$ cat src/dbp_defines.svh
// register offsets, field positions, reset values and timing counts of the pwm block
`ifndef DBP_DEFINES_SVH
`define DBP_DEFINES_SVH
`define DBP_OFF_CTRL      32'h0000_0000
`define DBP_OFF_PERIOD    32'h0000_0004
`define DBP_OFF_DUTY_LOW  32'h0000_0008
`define DBP_OFF_DUTY_BUF  32'h0000_000C
`define DBP_OFF_TIMER     32'h0000_0010
`define DBP_OFF_TCTRL     32'h0000_0014
`define DBP_OFF_DELAY     32'h0000_0018
`define DBP_OFF_DIR       32'h0000_001C
`define DBP_OFF_LATCH     32'h0000_0020
`define DBP_OFF_PINS      32'h0000_0024
`define DBP_CTRL_CFG_HI   7
`define DBP_CTRL_CFG_LO   6
`define DBP_CTRL_LSB_HI   5
`define DBP_CTRL_LSB_LO   4
`define DBP_CTRL_MODE_HI  3
`define DBP_CTRL_MODE_LO  2
`define DBP_CTRL_POL_AC   1
`define DBP_CTRL_POL_BD   0
`define DBP_MODE_PWM      2'h3
`define DBP_TCTRL_ON      2
`define DBP_PIN_BIT       2
`define DBP_RST_CTRL      8'h00
`define DBP_RST_PERIOD    8'hFF
`define DBP_RST_DIR       8'hFF
`define DBP_RST_ZERO8     8'h00
`define DBP_PHASES        8'h04
`define DBP_TERM_P1       6'h03
`define DBP_TERM_P4       6'h0F
`define DBP_TERM_P16      6'h3F
`define DBP_RESP_OKAY     2'h0
`define DBP_RESP_SLVERR   2'h2
`endif

$ cat src/dbp_pkg.sv
// types shared by the pwm block
package dbp_pkg;
    typedef enum logic [1:0] {
        DBP_CFG_SINGLE = 2'h0,
        DBP_CFG_FWD    = 2'h1,
        DBP_CFG_HALF   = 2'h2,
        DBP_CFG_REV    = 2'h3
    } dbp_cfg_type;
    typedef enum logic [3:0] {
        DBP_DB_A_ON  = 4'h1,
        DBP_DB_TO_B  = 4'h2,
        DBP_DB_B_ON  = 4'h4,
        DBP_DB_TO_A  = 4'h8
    } dbp_db_state_type;
endpackage : dbp_pkg

$ cat src/dbp_pwm_top.sv
// double-buffered 10-bit pwm with bridge steering and dead band, axi4-lite registers
`include "dbp_defines.svh"

module dbp_pwm_top
    import dbp_pkg::*;
(
    input  wire logic        sys_clk,
    input  wire logic        reset_n,
    input  wire logic [31:0] s_axi_awaddr,
    input  wire logic        s_axi_awvalid,
    output logic             s_axi_awready,
    input  wire logic [31:0] s_axi_wdata,
    input  wire logic [3:0]  s_axi_wstrb,
    input  wire logic        s_axi_wvalid,
    output logic             s_axi_wready,
    output logic [1:0]       s_axi_bresp,
    output logic             s_axi_bvalid,
    input  wire logic        s_axi_bready,
    input  wire logic [31:0] s_axi_araddr,
    input  wire logic        s_axi_arvalid,
    output logic             s_axi_arready,
    output logic [31:0]      s_axi_rdata,
    output logic [1:0]       s_axi_rresp,
    output logic             s_axi_rvalid,
    input  wire logic        s_axi_rready,
    input  wire logic        pwm_output_pin_in,
    output logic             pwm_output_pin_out,
    output logic             pwm_output_pin_oe_n,
    output logic             bridge_output_b,
    output logic             bridge_output_c,
    output logic             bridge_output_d
);

    logic [7:0]       module_control;
    logic [7:0]       period_register;
    logic [7:0]       duty_value_low;
    logic [7:0]       duty_value_buffer;
    logic [1:0]       duty_lsb_latch;
    logic [7:0]       timebase_timer;
    logic [2:0]       timer_control;
    logic [7:0]       dead_band_delay;
    logic [7:0]       port_c_direction;
    logic [7:0]       port_c_latch;
    logic [5:0]       phase_count;
    logic             pwm_latch;
    logic [9:0]       dead_count;
    dbp_db_state_type db_state;
    dbp_db_state_type next_db_state;
    logic [31:0]      aw_addr;
    logic [31:0]      w_data;
    logic [3:0]       w_strb;

    // ---------------- bus slave ----------------
    wire do_write = !s_axi_awready && !s_axi_wready && !s_axi_bvalid;
    wire lane0    = w_strb[0];
    wire wr_ctrl  = do_write && lane0 && (aw_addr == `DBP_OFF_CTRL);
    wire wr_per   = do_write && lane0 && (aw_addr == `DBP_OFF_PERIOD);
    wire wr_dlow  = do_write && lane0 && (aw_addr == `DBP_OFF_DUTY_LOW);
    wire wr_dbuf  = do_write && lane0 && (aw_addr == `DBP_OFF_DUTY_BUF);
    wire wr_tctl  = do_write && lane0 && (aw_addr == `DBP_OFF_TCTRL);
    wire wr_dly   = do_write && lane0 && (aw_addr == `DBP_OFF_DELAY);
    wire wr_dir   = do_write && lane0 && (aw_addr == `DBP_OFF_DIR);
    wire wr_lat   = do_write && lane0 && (aw_addr == `DBP_OFF_LATCH);
    wire wr_known = (aw_addr == `DBP_OFF_CTRL) || (aw_addr == `DBP_OFF_PERIOD)
                 || (aw_addr == `DBP_OFF_DUTY_LOW) || (aw_addr == `DBP_OFF_DUTY_BUF)
                 || (aw_addr == `DBP_OFF_TIMER) || (aw_addr == `DBP_OFF_TCTRL)
                 || (aw_addr == `DBP_OFF_DELAY) || (aw_addr == `DBP_OFF_DIR)
                 || (aw_addr == `DBP_OFF_LATCH) || (aw_addr == `DBP_OFF_PINS);

    wire pwm_mode = module_control[`DBP_CTRL_MODE_HI:`DBP_CTRL_MODE_LO] == `DBP_MODE_PWM;
    wire ctrl_clear = wr_ctrl && (w_data[7:0] == `DBP_RST_CTRL);

    logic [31:0] rd_word;
    logic        rd_known;
    always_comb begin
        rd_known = 1'b1;
        case (s_axi_araddr)
            `DBP_OFF_CTRL:     rd_word = {24'h00_0000, module_control};
            `DBP_OFF_PERIOD:   rd_word = {24'h00_0000, period_register};
            `DBP_OFF_DUTY_LOW: rd_word = {24'h00_0000, duty_value_low};
            `DBP_OFF_DUTY_BUF: rd_word = {22'h00_0000, duty_value_buffer, duty_lsb_latch};
            `DBP_OFF_TIMER:    rd_word = {24'h00_0000, timebase_timer};
            `DBP_OFF_TCTRL:    rd_word = {29'h0000_0000, timer_control};
            `DBP_OFF_DELAY:    rd_word = {24'h00_0000, dead_band_delay};
            `DBP_OFF_DIR:      rd_word = {24'h00_0000, port_c_direction};
            `DBP_OFF_LATCH:    rd_word = {24'h00_0000, port_c_latch};
            `DBP_OFF_PINS:     rd_word = {31'h0000_0000, pwm_output_pin_in};
            default: begin
                rd_word  = 32'h0000_0000;
                rd_known = 1'b0;
            end
        endcase
    end

    always_ff @(posedge sys_clk or negedge reset_n) begin
        if (!reset_n) begin
            s_axi_awready <= 1'b1;
            s_axi_wready  <= 1'b1;
            s_axi_bvalid  <= 1'b0;
            s_axi_bresp   <= `DBP_RESP_OKAY;
            aw_addr       <= 32'h0000_0000;
            w_data        <= 32'h0000_0000;
            w_strb        <= 4'h0;
        end else begin
            if (s_axi_awvalid && s_axi_awready) begin
                s_axi_awready <= 1'b0;
                aw_addr       <= s_axi_awaddr;
            end
            if (s_axi_wvalid && s_axi_wready) begin
                s_axi_wready <= 1'b0;
                w_data       <= s_axi_wdata;
                w_strb       <= s_axi_wstrb;
            end
            if (do_write) begin
                s_axi_bvalid <= 1'b1;
                s_axi_bresp  <= wr_known ? `DBP_RESP_OKAY : `DBP_RESP_SLVERR;
            end
            if (s_axi_bvalid && s_axi_bready) begin
                s_axi_bvalid  <= 1'b0;
                s_axi_awready <= 1'b1;
                s_axi_wready  <= 1'b1;
            end
        end
    end

    always_ff @(posedge sys_clk or negedge reset_n) begin
        if (!reset_n) begin
            s_axi_arready <= 1'b1;
            s_axi_rvalid  <= 1'b0;
            s_axi_rdata   <= 32'h0000_0000;
            s_axi_rresp   <= `DBP_RESP_OKAY;
        end else if (s_axi_arvalid && s_axi_arready) begin
            s_axi_arready <= 1'b0;
            s_axi_rvalid  <= 1'b1;
            s_axi_rdata   <= rd_word;
            s_axi_rresp   <= rd_known ? `DBP_RESP_OKAY : `DBP_RESP_SLVERR;
        end else if (s_axi_rvalid && s_axi_rready) begin
            s_axi_rvalid  <= 1'b0;
            s_axi_arready <= 1'b1;
        end
    end

    // ---------------- control registers ----------------
    always_ff @(posedge sys_clk or negedge reset_n) begin
        if (!reset_n) begin
            module_control   <= `DBP_RST_CTRL;
            period_register  <= `DBP_RST_PERIOD;
            duty_value_low   <= `DBP_RST_ZERO8;
            timer_control    <= 3'h0;
            dead_band_delay  <= `DBP_RST_ZERO8;
            port_c_direction <= `DBP_RST_DIR;
            port_c_latch     <= `DBP_RST_ZERO8;
        end else begin
            if (wr_ctrl)
                module_control <= w_data[7:0];
            if (wr_per)
                period_register <= w_data[7:0];
            if (wr_dlow)
                duty_value_low <= w_data[7:0];
            if (wr_tctl)
                timer_control <= w_data[2:0];
            if (wr_dly)
                dead_band_delay <= w_data[7:0];
            if (wr_dir)
                port_c_direction <= w_data[7:0];
            if (wr_lat)
                port_c_latch <= w_data[7:0];
        end
    end

    // ---------------- timebase ----------------
    // four clock phases per timer tick, times the prescale
    wire [5:0] phase_term = (timer_control[1:0] == 2'h0) ? `DBP_TERM_P1 :
                            (timer_control[1:0] == 2'h1) ? `DBP_TERM_P4 : `DBP_TERM_P16;
    wire       timer_on   = timer_control[`DBP_TCTRL_ON];
    wire       tick       = timer_on && (phase_count == phase_term);
    wire       period_end = tick && (timebase_timer == period_register);
    // the two extra compare bits are the phase counter's top two bits for each prescale
    wire [1:0] low_bits   = (timer_control[1:0] == 2'h0) ? phase_count[1:0] :
                            (timer_control[1:0] == 2'h1) ? phase_count[3:2] :
                                                           phase_count[5:4];
    wire [9:0] duty_new   = {duty_value_low,
                             module_control[`DBP_CTRL_LSB_HI:`DBP_CTRL_LSB_LO]};
    // last clock of a compare step: clearing there gives exactly duty times prescale clocks
    wire       sub_last   = (timer_control[1:0] == 2'h0) || ((timer_control[1:0] == 2'h1) ?
                            (phase_count[1:0] == 2'h3) : (phase_count[3:0] == 4'hF));
    wire       duty_hit   = sub_last && (({duty_value_buffer, duty_lsb_latch} - 10'h001)
                            == {timebase_timer, low_bits});

    always_ff @(posedge sys_clk or negedge reset_n) begin
        if (!reset_n) begin
            phase_count    <= 6'h00;
            timebase_timer <= 8'h00;
        end else if (!timer_on) begin
            phase_count <= 6'h00;
        end else if (tick) begin
            phase_count <= 6'h00;
            // period is (period+1) ticks of four phases times prescale
            timebase_timer <= period_end ? 8'h00 : timebase_timer + 8'h01;
        end else begin
            phase_count <= phase_count + 6'h01;
        end
    end

    always_ff @(posedge sys_clk or negedge reset_n) begin
        if (!reset_n) begin
            duty_value_buffer <= `DBP_RST_ZERO8;
            duty_lsb_latch    <= 2'h0;
        end else if (pwm_mode && period_end) begin
            duty_value_buffer <= duty_new[9:2];
            duty_lsb_latch    <= duty_new[1:0];
        end else if (wr_dbuf && !pwm_mode) begin
            // writes in pwm mode fall through untouched
            duty_value_buffer <= w_data[9:2];
            duty_lsb_latch    <= w_data[1:0];
        end
    end

    // ---------------- pwm latch ----------------
    always_ff @(posedge sys_clk or negedge reset_n) begin
        if (!reset_n)
            pwm_latch <= 1'b0;
        else if (ctrl_clear || !pwm_mode)
            pwm_latch <= 1'b0;
        else if (period_end)
            pwm_latch <= (duty_new != 10'h000);
        else if (duty_hit)
            pwm_latch <= 1'b0;
    end

    // ---------------- dead band ----------------
    // a pulse shorter than the dead band never turns the opposite side on
    wire [9:0] dead_load = {dead_band_delay, 2'h0} - 10'h001;
    wire       dead_zero = (dead_band_delay == 8'h00);
    wire       dead_done = (dead_count == 10'h000);

    always_comb begin
        case (db_state)
            DBP_DB_A_ON:
                next_db_state = !pwm_latch ? (dead_zero ? DBP_DB_B_ON : DBP_DB_TO_B)
                                           : DBP_DB_A_ON;
            DBP_DB_TO_B:
                next_db_state = pwm_latch ? DBP_DB_A_ON :
                                dead_done ? DBP_DB_B_ON : DBP_DB_TO_B;
            DBP_DB_B_ON:
                next_db_state = pwm_latch ? (dead_zero ? DBP_DB_A_ON : DBP_DB_TO_A)
                                          : DBP_DB_B_ON;
            DBP_DB_TO_A:
                next_db_state = !pwm_latch ? DBP_DB_B_ON :
                                dead_done ? DBP_DB_A_ON : DBP_DB_TO_A;
            default:
                next_db_state = DBP_DB_B_ON;
        endcase
    end

    always_ff @(posedge sys_clk or negedge reset_n) begin
        if (!reset_n) begin
            db_state   <= DBP_DB_B_ON;
            dead_count <= 10'h000;
        end else begin
            db_state <= next_db_state;
            if (next_db_state != db_state)
                dead_count <= dead_load;
            else if (!dead_done)
                dead_count <= dead_count - 10'h001;
        end
    end

    // ---------------- output steering ----------------
    wire         half_a = (db_state == DBP_DB_A_ON);
    wire         half_b = (db_state == DBP_DB_B_ON);
    dbp_cfg_type cfg;
    assign cfg = dbp_cfg_type'(module_control[`DBP_CTRL_CFG_HI:`DBP_CTRL_CFG_LO]);
    logic act_a;
    logic act_b;
    logic act_c;
    logic act_d;
    always_comb begin
        act_a = 1'b0;
        act_b = 1'b0;
        act_c = 1'b0;
        act_d = 1'b0;
        if (pwm_mode) begin
            case (cfg)
                DBP_CFG_SINGLE: act_a = pwm_latch;
                DBP_CFG_HALF: begin
                    act_a = half_a;
                    act_b = half_b;
                end
                DBP_CFG_FWD: begin
                    act_a = 1'b1;
                    act_d = pwm_latch;
                end
                DBP_CFG_REV: begin
                    act_c = 1'b1;
                    act_b = pwm_latch;
                end
                default: act_a = 1'b0;
            endcase
        end
    end

    // polarity bit set means active low; outside pwm mode polarity is ignored and the bridge outputs sit low
    wire pol_ac = pwm_mode && module_control[`DBP_CTRL_POL_AC];
    wire pol_bd = pwm_mode && module_control[`DBP_CTRL_POL_BD];
    wire next_pin = pwm_mode ? (act_a ^ pol_ac)
                             : port_c_latch[`DBP_PIN_BIT];

    always_ff @(posedge sys_clk or negedge reset_n) begin
        if (!reset_n) begin
            pwm_output_pin_out  <= 1'b0;
            pwm_output_pin_oe_n <= 1'b1;
            bridge_output_b     <= 1'b0;
            bridge_output_c     <= 1'b0;
            bridge_output_d     <= 1'b0;
        end else begin
            pwm_output_pin_out  <= next_pin;
            pwm_output_pin_oe_n <= port_c_direction[`DBP_PIN_BIT];
            bridge_output_b     <= act_b ^ pol_bd;
            bridge_output_c     <= act_c ^ pol_ac;
            bridge_output_d     <= act_d ^ pol_bd;
        end
    end

endmodule : dbp_pwm_top

$ cat config.mk
export PLATFORM = sky130hd
export DESIGN_NAME = dbp_pwm_top
export DESIGN_NICKNAME = d
export VERILOG_FILES = /design/src/dbp_pkg.sv /design/src/dbp_pwm_top.sv
export VERILOG_INCLUDE_DIRS = /design/src
export SDC_FILE = /design/constraint.sdc
export NUM_CORES = 1
export LEC_CHECK = 0
export BUFFER_PORTS_ARGS = -buffer_cell sky130_fd_sc_hd__buf_2
export CAP_MARGIN = 20
export CORE_ASPECT_RATIO = 1.1
export CORE_UTILIZATION = 60
export DETAILED_ROUTE_END_ITERATION = 12
export PLACE_DENSITY = 0.92
export SLEW_MARGIN = 20
export SYNTH_ARGS = -nofsm -noshare
export SYNTH_HDL_FRONTEND = slang
export SYNTH_SLANG_ARGS = --single-unit
$ cat constraint.sdc
create_clock -name sys_clk -period 6.1 [get_ports sys_clk]
set_input_delay 1.22 -clock sys_clk [delete_from_list [all_inputs] [get_ports sys_clk]]
set_output_delay 1.22 -clock sys_clk [all_outputs]
set_load 0.02 [all_outputs]
==> metrics.md, run 1 <==
| Metric | Value |
|---|---|
| Synth area leader | dfrtp_1 |
| Ys Warns | 0 |
| Crit Path Class | reg2reg |
| Final setup fails | 0 |
| Clk pwr share | 0.365 |
| Final RePlAce weighted congestion | 0.922 |
| CP Data Arrival Time | about 3600 ps |
| DR vias | 6151 |
| DR DRC count | 0 |
| Slew Limit Fails | 0 |
| Synth unique cells | 67 |
| Max cap viols | 0 |
| Fillers | 917 |
| CP Data Required Time | 6450 ps |
| Pin count of the biggest net entering global routing | 106 |
| Vias in the first global route | 6013 |
| H-Tree Depth | 4 |
| Clock root cell | clkbuf_16 |
| Status | completed |
| Type of the worst min-delay path | reg2reg |
| Sum of negative setup slack | 0 ps |
| Clock transition at the registers of the reported paths | 60 ps |
| #FFs+latches synth | 155 |
| Final hold slack | 387 ps |
| Worst-margin pin slew | 1030 ps |
| Commonest cells post-synth | dfrtp_1, mux2_2, nor2_1 |
| Max VDD drop | 0.334 mV |
| Post-Syn Instances | 733 |
| R2R depth | 7 |
| Slew HR | 0.312 |
| Most common cell in the netlist | dfrtp_1 |
| Hold-fix buffers, CTS | 0 |
| Endpoint type of the worst setup path | flip-flop |
| Hpwl dp | 13000 um |
| First-pass GRT wire length | 30400 um |
| Clk sink count | between 150 and 200 |
| FFs w/ async S/R, synth | 1.00 |
| DRT iter0 DRCs | 454 |
| Worst-skew pair later-pin latency | 430 ps |
| Max Clk Rate | 305 MHz |
| Unrepaired setup endpoints after global routing | no |
| WHS Path Cells | 0 |
| Final worst path period share | 0.537 |
| GRT Total Usage | 0.289 |
| Die Span X | 113 um |
| Sw frac | 0.291 |
| Post-Route WL | 18900 um |
| Avg WL per Cell | 18.9 um |
| Cell area after synthesis | 8090 um^2 |
| Nets@finish | 935 |
| Drt pass-1 iters | 5 |
| Pwr dens | 304 nW/um^2 |
| Initial core utilization | 0.615 |
| Total CTS buffers | 17 |
| Core ar. | between 10000 and 15000 um^2 |
| Pint | 0.00198 W |
| Tmin final | 3280 ps |
| Grt total ovfl | 0 |
| Setup crit start kind | flip-flop |
| Die height | between 100 and 150 um |
| Syn Area/Cell | 11.0 um^2 |
| Row count | 44 |
| Switch Pwr | 0.000811 W |
| Area Growth Syn to Fin | 13.5% |
| Post-synth top flop | dfrtp_1 |
| Multi-input gate area | 3850 um^2 |
| Fraction of layout cells with a size suffix above 1 | 0.326 |
| Yosys top cell area share | 0.415 |
| Vias per cell | 6.18 |
| Sequential Area | 3910 um^2 |
| Comb pwr share | 0.134 |
| Post-CTS Setup Bufs | 0 |
| IO Pins | about 150 |
| Antenna violations before repair | 1 |
| P_leak | 4.15 nW |
| Port bufs | 104 |
| Skew final | 8.14 ps |
| Post-CTS sizing | 0 |
| Worst Path Max Fanout | 12 |
| Top cells by area, synth | dfrtp_1, mux2_2, dfstp_2 |
| ANT nets after route | 0 |
| Reg-to-reg slack, setup | 2820 ps |
| Final hold violation count | 0 |
| TritonCTS clock tree | built |
| EDFF count, synth | 0 |
| DIE AREA | 14000 um^2 |
| Sequential share of power | 0.501 |
| Longest Clk Path Bufs | 2 |
| Seq/Total Area, Yosys | 0.483 |
| Antenna cells | 0 |
[state kept, by name, indices dropped and copies added, names as in the netlist, 2 cells and up]
signal             flops
aw_addr               32
db_state               4
dead_band_delay        8
dead_count            10
duty_lsb_latch         2
duty_value_buffer      8
duty_value_low         8
module_control         8
period_register        8
phase_count            6
port_c_direction       8
port_c_latch           8
s_axi_rdata           10
timebase_timer         8
timer_control          3
w_data                10
[path summary, 6_finish.rpt]
path                                       end                 from
max                              dead_count[4]        dead_count[0]
max reg2reg                      dead_count[4]        dead_count[0]
max in group asynchronous        dead_count[5]              reset_n
min reg2reg                pwm_output_pin_oe_n  port_c_direction[2]
min in group asynchronous       s_axi_rdata[8]              reset_n
min                        pwm_output_pin_oe_n  port_c_direction[2]
[critical path: stages, from the launching register on]
cell and delay, ps:
dfrtp_1 410, inv_1 70, ha_1 170, or3b_2 520, or4_4 530, a32o_1 330, o31ai_2 860, mux2i_1 290
[routing by layer]
layer  GRT usage  wire (um)  vias to the layer above
met5           0          0                        -
met4       0.149        756                        0
met3      0.0954       1610                       78
met2       0.471       9060                      282
met1       0.345       7450                     2972
li1            -          -                     2819
[logic make-up after synthesis]
logic type      after synthesis  synth area share
xor+xnor                     45            0.0487
compound gates              113            0.0982
fa+ha+maj                     5           0.00773
simple gates                215             0.149
flops                       155             0.483
mux                         115             0.162
buf+inv                      84            0.0515
other cells                   1          0.000464
[metrics by stage]
step	cells	utilization	total power [W]	instance area, um^2	worst slack (ps)
after floorplan	756	-	0.00160	8180	3460
after global placement	964	0.654	0.00174	8600	2900
after detailed placement	964	0.654	0.00177	8600	2810
after CTS	996	0.698	0.00279	9180	2810
after global routing	996	0.698	0.00290	9180	2660
final	996	0.698	0.00279	9180	2820
[placed cells by master, fill, tap and decap left out, types with 5 or more instances in the layout]
| master | n |
|---|---|
| nand3b_1 | 7 |
| nand2b_1 | 6 |
| xor2_1 | 16 |
| a22o_1 | 10 |
| inv_1 | 23 |
| and2_1 | 6 |
| nand3_1 | 17 |
| nor2_1 | 40 |
| ha_1 | 5 |
| or3_1 | 5 |
| mux2_2 | 97 |
| buf_2 | 103 |
| a31oi_1 | 5 |
| and3_1 | 5 |
| clkbuf_16 | 17 |
| dfrtp_1 | 134 |
| nor4_1 | 25 |
| nand2_1 | 35 |
| o21ai_0 | 29 |
| nor3_1 | 19 |
| nor2b_1 | 7 |
| conb_1 | 24 |
| xnor2_1 | 29 |
| a21oi_1 | 8 |
| clkinv_4 | 5 |
| nand4_1 | 12 |
| a22oi_1 | 21 |
| dfstp_2 | 21 |
| a21o_1 | 5 |
| mux2i_1 | 15 |
[power groups by stage]
stage,Sequential (W),Combinational (W),Clock [W]
after floorplan,0.00132,0.000286,0
after global placement,0.00139,0.000351,0
after detailed placement,0.00140,0.000371,0
after CTS,0.00139,0.000377,0.00103
after global routing,0.00141,0.000407,0.00108
final,0.00140,0.000374,0.00102
[final cells by class]
cell class | instances | share of cell area
clock buffer | 22 | 0.0506
clock inverter | 10 | 0.0120
inverter | 23 | 0.00941
multi-input combinational | 517 | 0.420
sequential | 155 | 0.425
tap | 161 | 0.0219
timing repair buffer | 108 | 0.0607
Note: power is estimated with default switching activity, not from simulation.
==> run 2: changes to the inputs <==
--- a/config.mk
+++ b/config.mk
@@ -9,9 +9,9 @@
 export BUFFER_PORTS_ARGS = -buffer_cell sky130_fd_sc_hd__buf_2
 export CAP_MARGIN = 20
 export CORE_ASPECT_RATIO = 1.1
-export CORE_UTILIZATION = 60
+export CORE_UTILIZATION = 51
 export DETAILED_ROUTE_END_ITERATION = 12
-export PLACE_DENSITY = 0.92
+export PLACE_DENSITY = 0.84
 export SLEW_MARGIN = 20
 export SYNTH_ARGS = -nofsm -noshare
 export SYNTH_HDL_FRONTEND = slang
==> constraint.sdc (replaced) <==
create_clock -name sys_clk -period 3 [get_ports sys_clk]
set_input_delay 0.6 -clock sys_clk [delete_from_list [all_inputs] [get_ports sys_clk]]
set_output_delay 0.6 -clock sys_clk [all_outputs]
set_load 0.02 [all_outputs]
==> run 2 against run 1 <==
Count of clock-buffer cells in the layout fell by 4. Non-clock buffer count up 12. Largest cell class unchanged. Worst setup slack got worse by 2600 ps. Routed wire length down 1.6%. Register-to-register slack got worse by 2600 ps. Sequential share of layout area shrank 0.78 points.
==> metrics.md, run 2 (synthesis gave the netlist of run 1 again) <==
| Metric | Value |
|---|---|
| DRT iter0 DRCs | 405 |
| R2r endpoint | dead_count[6] |
| Type of the worst min-delay path | in2async |
| Unrepaired setup endpoints after global routing | no |
| Fin area | 9350 um^2 |
| Status | completed |
| Reg-to-reg slack, setup | 240 ps |
| Area Growth Syn to Fin | 15.6% |
| IO Pins | roughly 150 |
| Hold-fix buffers, CTS | 0 |
| Fillers | 1224 |
| Port bufs | between 100 and 150 |
| Initial core utilization | 0.529 |
| CP Data Required Time | between 3000 and 4000 ps |
| Post-CTS Setup Bufs | 0 |
| Hpwl dp | 13400 um |
| Crit Path Class | reg2reg |
| Post-CTS sizing | 0 |
| Setup crit start kind | flip-flop |
| DR DRC count | 0 |
| Skew final | 7.71 ps |
| TritonCTS clock tree | built |
| P_leak | 4.22 nW |
| Longest Clk Path Bufs | 2 |
| CP Data Arrival Time | 3100 ps |
| Post-Route WL | about 19000 um |
| First-pass GRT wire length | 30100 um |
| Max reg flops | 32 |
| H-Tree Depth | 4 |
| Max Clk Rate | 363 MHz |
| DP Area | 8750 um^2 |
| Reg with most FFs | aw_addr |
| Most common cell after layout, fill and taps aside | dfrtp_1 |
| Die Span X | about 120 um |
| Worst-margin pin slew | ~600 ps |
| Vias in the first global route | roughly 6000 |
| Core ar. | 15300 um^2 |
| R2R depth | 8 |
| R2r startpoint | dead_count[0] |
| Endpoint type of the worst setup path | flip-flop |
| Grt total ovfl | 0 |
| Final RePlAce weighted congestion | 0.920 |
| Antenna cells | 0 |
| Clock transition at the registers of the reported paths | 60 ps |
| Multi-input gate area | 3850 um^2 |
| DR vias | 6123 |
| Pwr dens | 616 nW/um^2 |
| Tmin final | 2760 ps |
| Nets@finish | around 950 |
| Vias per cell | 5.87 |
| Row count | 47 |
| Clock root cell | clkbuf_16 |
| Clk sink count | 155 |
| Sequential Area | around 3900 um^2 |
| Most frequent cells in the layout | dfrtp_1, buf_2, mux2_2 |
| Sum of negative setup slack | 0 ps |
| Final hold slack | 125 ps |
| Final Power | 0.00576 W |
| Max VDD drop | 0.700 mV |
| DIE AREA | 16400 um^2 |
| Antenna violations before repair | 0 |
| Pin count of the biggest net entering global routing | between 60 and 70 |
| Worst-skew pair later-pin latency | 430 ps |
| Die height | 134 um |
| Final setup fails | 0 |
| Drt pass-1 iters | 4 |
| Slew HR | 0.585 |
| Avg WL per Cell | 17.8 um |
| Final worst path period share | 0.919 |
| Max cap viols | 0 |
| GRT Total Usage | 0.242 |
| ANT nets after route | 0 |
| Fraction of layout cells with a size suffix above 1 | 0.339 |
| Final hold violation count | 0 |
| Post-layout util | 0.611 |
| Total CTS buffers | 17 |
| Worst Path Max Fanout | 12 |
| Slew Limit Fails | 0 |
[run 2: layout make-up]
cell class	count	area share
sequential	155	0.418
multi-input combinational	517	0.412
timing repair buffer	120	0.0705
clock buffer	18	0.0470
tap	196	0.0262
clock inverter	14	0.0171
inverter	23	0.00923
[run 2: stage by stage]
stage	cells	worst slack [ps]
2_1_floorplan	756	531
3_3_place_gp	1011	315
3_5_place_dp	1011	248
4_1_cts	1043	238
5_1_grt	1043	101
6_report	1043	244
[run 2: worst max-delay path by stage]
stage / from / end / slack (ps) / cells past startpoint
2_1_floorplan: dead_count[0] / dead_count[2] / 530 / 8
5_1_grt: dead_count[0] / dead_count[6] / 100 / 8
3_3_place_gp: dead_count[0] / dead_count[8] / 310 / 8
3_5_place_dp: dead_count[0] / dead_count[6] / 250 / 8
6_report: dead_count[0] / dead_count[6] / 240 / 8
4_1_cts: dead_count[0] / dead_count[6] / 240 / 8
[run 2: critical path: stages (launching register included)]
cell,delay (ps)
dfrtp_1,410
inv_1,70
ha_1,170
or3b_2,530
or4_4,540
a32o_1,310
o31ai_2,210
buf_4,230
mux2i_1,210
[run 2: routing by layer]
metal / vias to the layer above / GRT usage / part of all wire
met5: - / 0 / 0
met4: 0 / 0.0962 / 0.026
met3: 39 / 0.0668 / 0.088
met2: 269 / 0.393 / 0.48
met1: 2971 / 0.304 / 0.40
li1: 2844 / - / -
[run 2: power breakdown]
part | internal, W | switching, W
logic | 0.000406 | 0.000356
registers | 0.00242 | 0.000401
clock network | 0.00127 | 0.000911
==> run 3: changes to the inputs <==
--- a/config.mk
+++ b/config.mk
@@ -9,9 +9,9 @@
 export BUFFER_PORTS_ARGS = -buffer_cell sky130_fd_sc_hd__buf_2
 export CAP_MARGIN = 20
 export CORE_ASPECT_RATIO = 1.1
-export CORE_UTILIZATION = 51
+export CORE_UTILIZATION = 40
 export DETAILED_ROUTE_END_ITERATION = 12
-export PLACE_DENSITY = 0.84
+export PLACE_DENSITY = 0.7
 export SLEW_MARGIN = 20
 export SYNTH_ARGS = -nofsm -noshare
 export SYNTH_HDL_FRONTEND = slang
==> run 3 against run 2 <==
Sequential cell count stayed put. Worst setup slack better by 130 ps. Critical path depth stayed put. Clock skew is 1.4 ps higher. Die area is 27% higher. Global-route usage is 4.6 points lower.
==> metrics.md, run 3 (synthesis gave the netlist of run 1 again) <==
| Metric | Value |
|---|---|
| Status | completed |
| R2r startpoint | dead_count[0] |
| Pin count of the biggest net entering global routing | between 50 and 60 |
| Tmin final | 2630 ps |
| Post-CTS sizing | 0 |
| Worst slack, placed | 362 ps |
| Drt pass-1 iters | 5 |
| Top Family by Delay on Critical Path | simple AND/OR/NAND/NOR gates |
| Max reg flops | 32 |
| ANT nets after route | 0 |
| Crit Path Class | reg2reg |
| Hold-fix buffers, CTS | 0 |
| Clock transition at the registers of the reported paths | 60 ps |
| Switch Pwr | 0.00161 W |
| Post-layout util | 0.477 |
| Total CTS buffers | 17 |
| CP cell instances | inv_1 -> ha_1 -> or3b_2 -> or4_4 -> a32o_1 -> o31ai_2 -> buf_4 -> mux2i_1 |
| Vias in the first global route | between 5000 and 6000 |
| Final hold violation count | 0 |
| Worst Path Max Fanout | 10 |
| Die height | 151 um |
| Fraction of layout cells with a size suffix above 1 | 0.338 |
| Post-Route WL | between 15000 and 20000 um |
| Final setup fails | 0 |
| Non-Filler Instances | 1104 |
| Slew HR | 0.515 |
| GRT Total Usage | 0.195 |
| CP Data Arrival Time | approximately 3000 ps |
| Unrepaired setup endpoints after global routing | no |
| CP max stage cell | or3b_2 |
| Critical path origin | dead_count[0] |
| DIE AREA | about 21000 um^2 |
| Hpwl dp | between 10000 and 15000 um |
| Slowest stage delay, CP | 510 ps |
| Endpoint type of the worst setup path | flip-flop |
| Reg-to-reg slack, setup | 370 ps |
| Skew final | 9.09 ps |
| Antenna cells | 0 |
| Clk pwr share | 0.369 |
| First-pass GRT wire length | ~31000 um |
| Most common cell after layout, fill and taps aside | dfrtp_1 |
| Initial core utilization | 0.409 |
| Vias per cell | ~5.5 |
| Pwr dens | 603 nW/um^2 |
| Setup crit start kind | flip-flop |
| Final worst path period share | 0.876 |
| Max Clk Rate | 380 MHz |
| Die Span X | 138 um |
| P_leak | approximately 4.2 nW |
| H-Tree Depth | 4 |
| Worst-skew pair later-pin latency | 430 ps |
| Clock root cell | clkbuf_16 |
| Avg WL per Cell | 17.3 um |
| Inst Count DP | 1072 |
| Area Growth Syn to Fin | 16.8% |
| Worst-margin pin slew | ~720 ps |
| Most frequent cells in the layout | dfrtp_1, buf_2, mux2_2 |
| Row count | 54 |
| Nets@finish | around 950 |
| Longest Clk Path Bufs | 2 |
| Comb pwr share | 0.133 |
| DR vias | 6076 |
| Max cap viols | 0 |
| Max VDD drop | 0.501 mV |
| Port bufs | 104 |
| Final hold slack | roughly 140 ps |
| Crit path buf inv count | 2 |
| Final WS setup | 372 ps |
| Sum of negative setup slack | 0 ps |
| Pint | 0.00408 W |
| Sw frac | 0.283 |
| DRT iter0 DRCs | slightly below 400 |
| Type of the worst min-delay path | in2async |
| CP Data Required Time | ~3400 ps |
| Grt total ovfl | 0 |
| IO Pins | about 150 |
| Final RePlAce weighted congestion | 0.871 |
| Slew Limit Fails | 0 |
| Reg with most FFs | aw_addr |
| Clk sink count | 155 |
| DR DRC count | 0 |
| Sequential share of power | 0.497 |
| Core ar. | 19800 um^2 |
| Post-CTS Setup Bufs | 0 |
| TritonCTS clock tree | built |
| Antenna violations before repair | 1 |
-- run 3: changes by cell type in the layout (fill, tap and decap cells not counted) --
| cell | previous run | this run |
|---|---|---|
| buf_12 | 1 | 2 |
| buf_4 | 15 | 19 |
| clkbuf_1 | 0 | 4 |
| clkinv_2 | 1 | 2 |
| clkinv_4 | 2 | 3 |
| clkinvlp_4 | 3 | 2 |
| inv_6 | 5 | 1 |
| inv_8 | 1 | 0 |
-- run 3: path summary, 6_finish.rpt --
kind	depth (start not counted)	end
max in group asynchronous	2	s_axi_wready
hold / removal	1	duty_value_buffer[5]
setup reg to reg	8	dead_count[9]
min in group sys_clk	2	s_axi_awready
setup / recovery	8	dead_count[9]
hold reg to reg	0	pwm_output_pin_oe_n
-- run 3: cell type report --
type / instances / area [um^2]
fillers: 1785 / 10400
well taps: 252 / 315
clock inverters: 10 / 120
repair buffers: 125 / 709
clock buffers: 22 / 454
flip-flops and latches: 155 / 3910
multi-input cells: 517 / 3850
inverters: 23 / 86.3
-- run 3: power groups by stage --
stage	registers [W]	logic (W)	clock network, W
after CTS	0.00282	0.000776	0.00214
after global routing	0.00288	0.000850	0.00222
after global placement	0.00284	0.000742	0
after floorplan	0.00268	0.000582	0
final	0.00283	0.000760	0.00210
after detailed placement	0.00286	0.000770	0
-- run 3: layer usage --
metal	up-vias	wire [um]	track usage
met2	231	9010	0.312
met3	23	1400	0.0552
li1	2853	-	-
met5	-	13	0
met1	2967	8310	0.255
met4	2	337	0.0610
-- run 3: worst reg2reg max path, stage by stage, from the launching register on --
cell and delay (ps):
dfrtp_1 410, inv_1 70, ha_1 160, or3b_2 510, or4_4 460, a32o_1 290
o31ai_2 210, buf_4 230, mux2i_1 210
-- run 3: per-stage QoR --
stage	cell area, um^2	total power (W)
2_1_floorplan	8180	0.00326
3_3_place_gp	8870	0.00358
3_5_place_dp	8870	0.00363
4_1_cts	9440	0.00574
5_1_grt	9440	0.00595
6_report	9440	0.00569
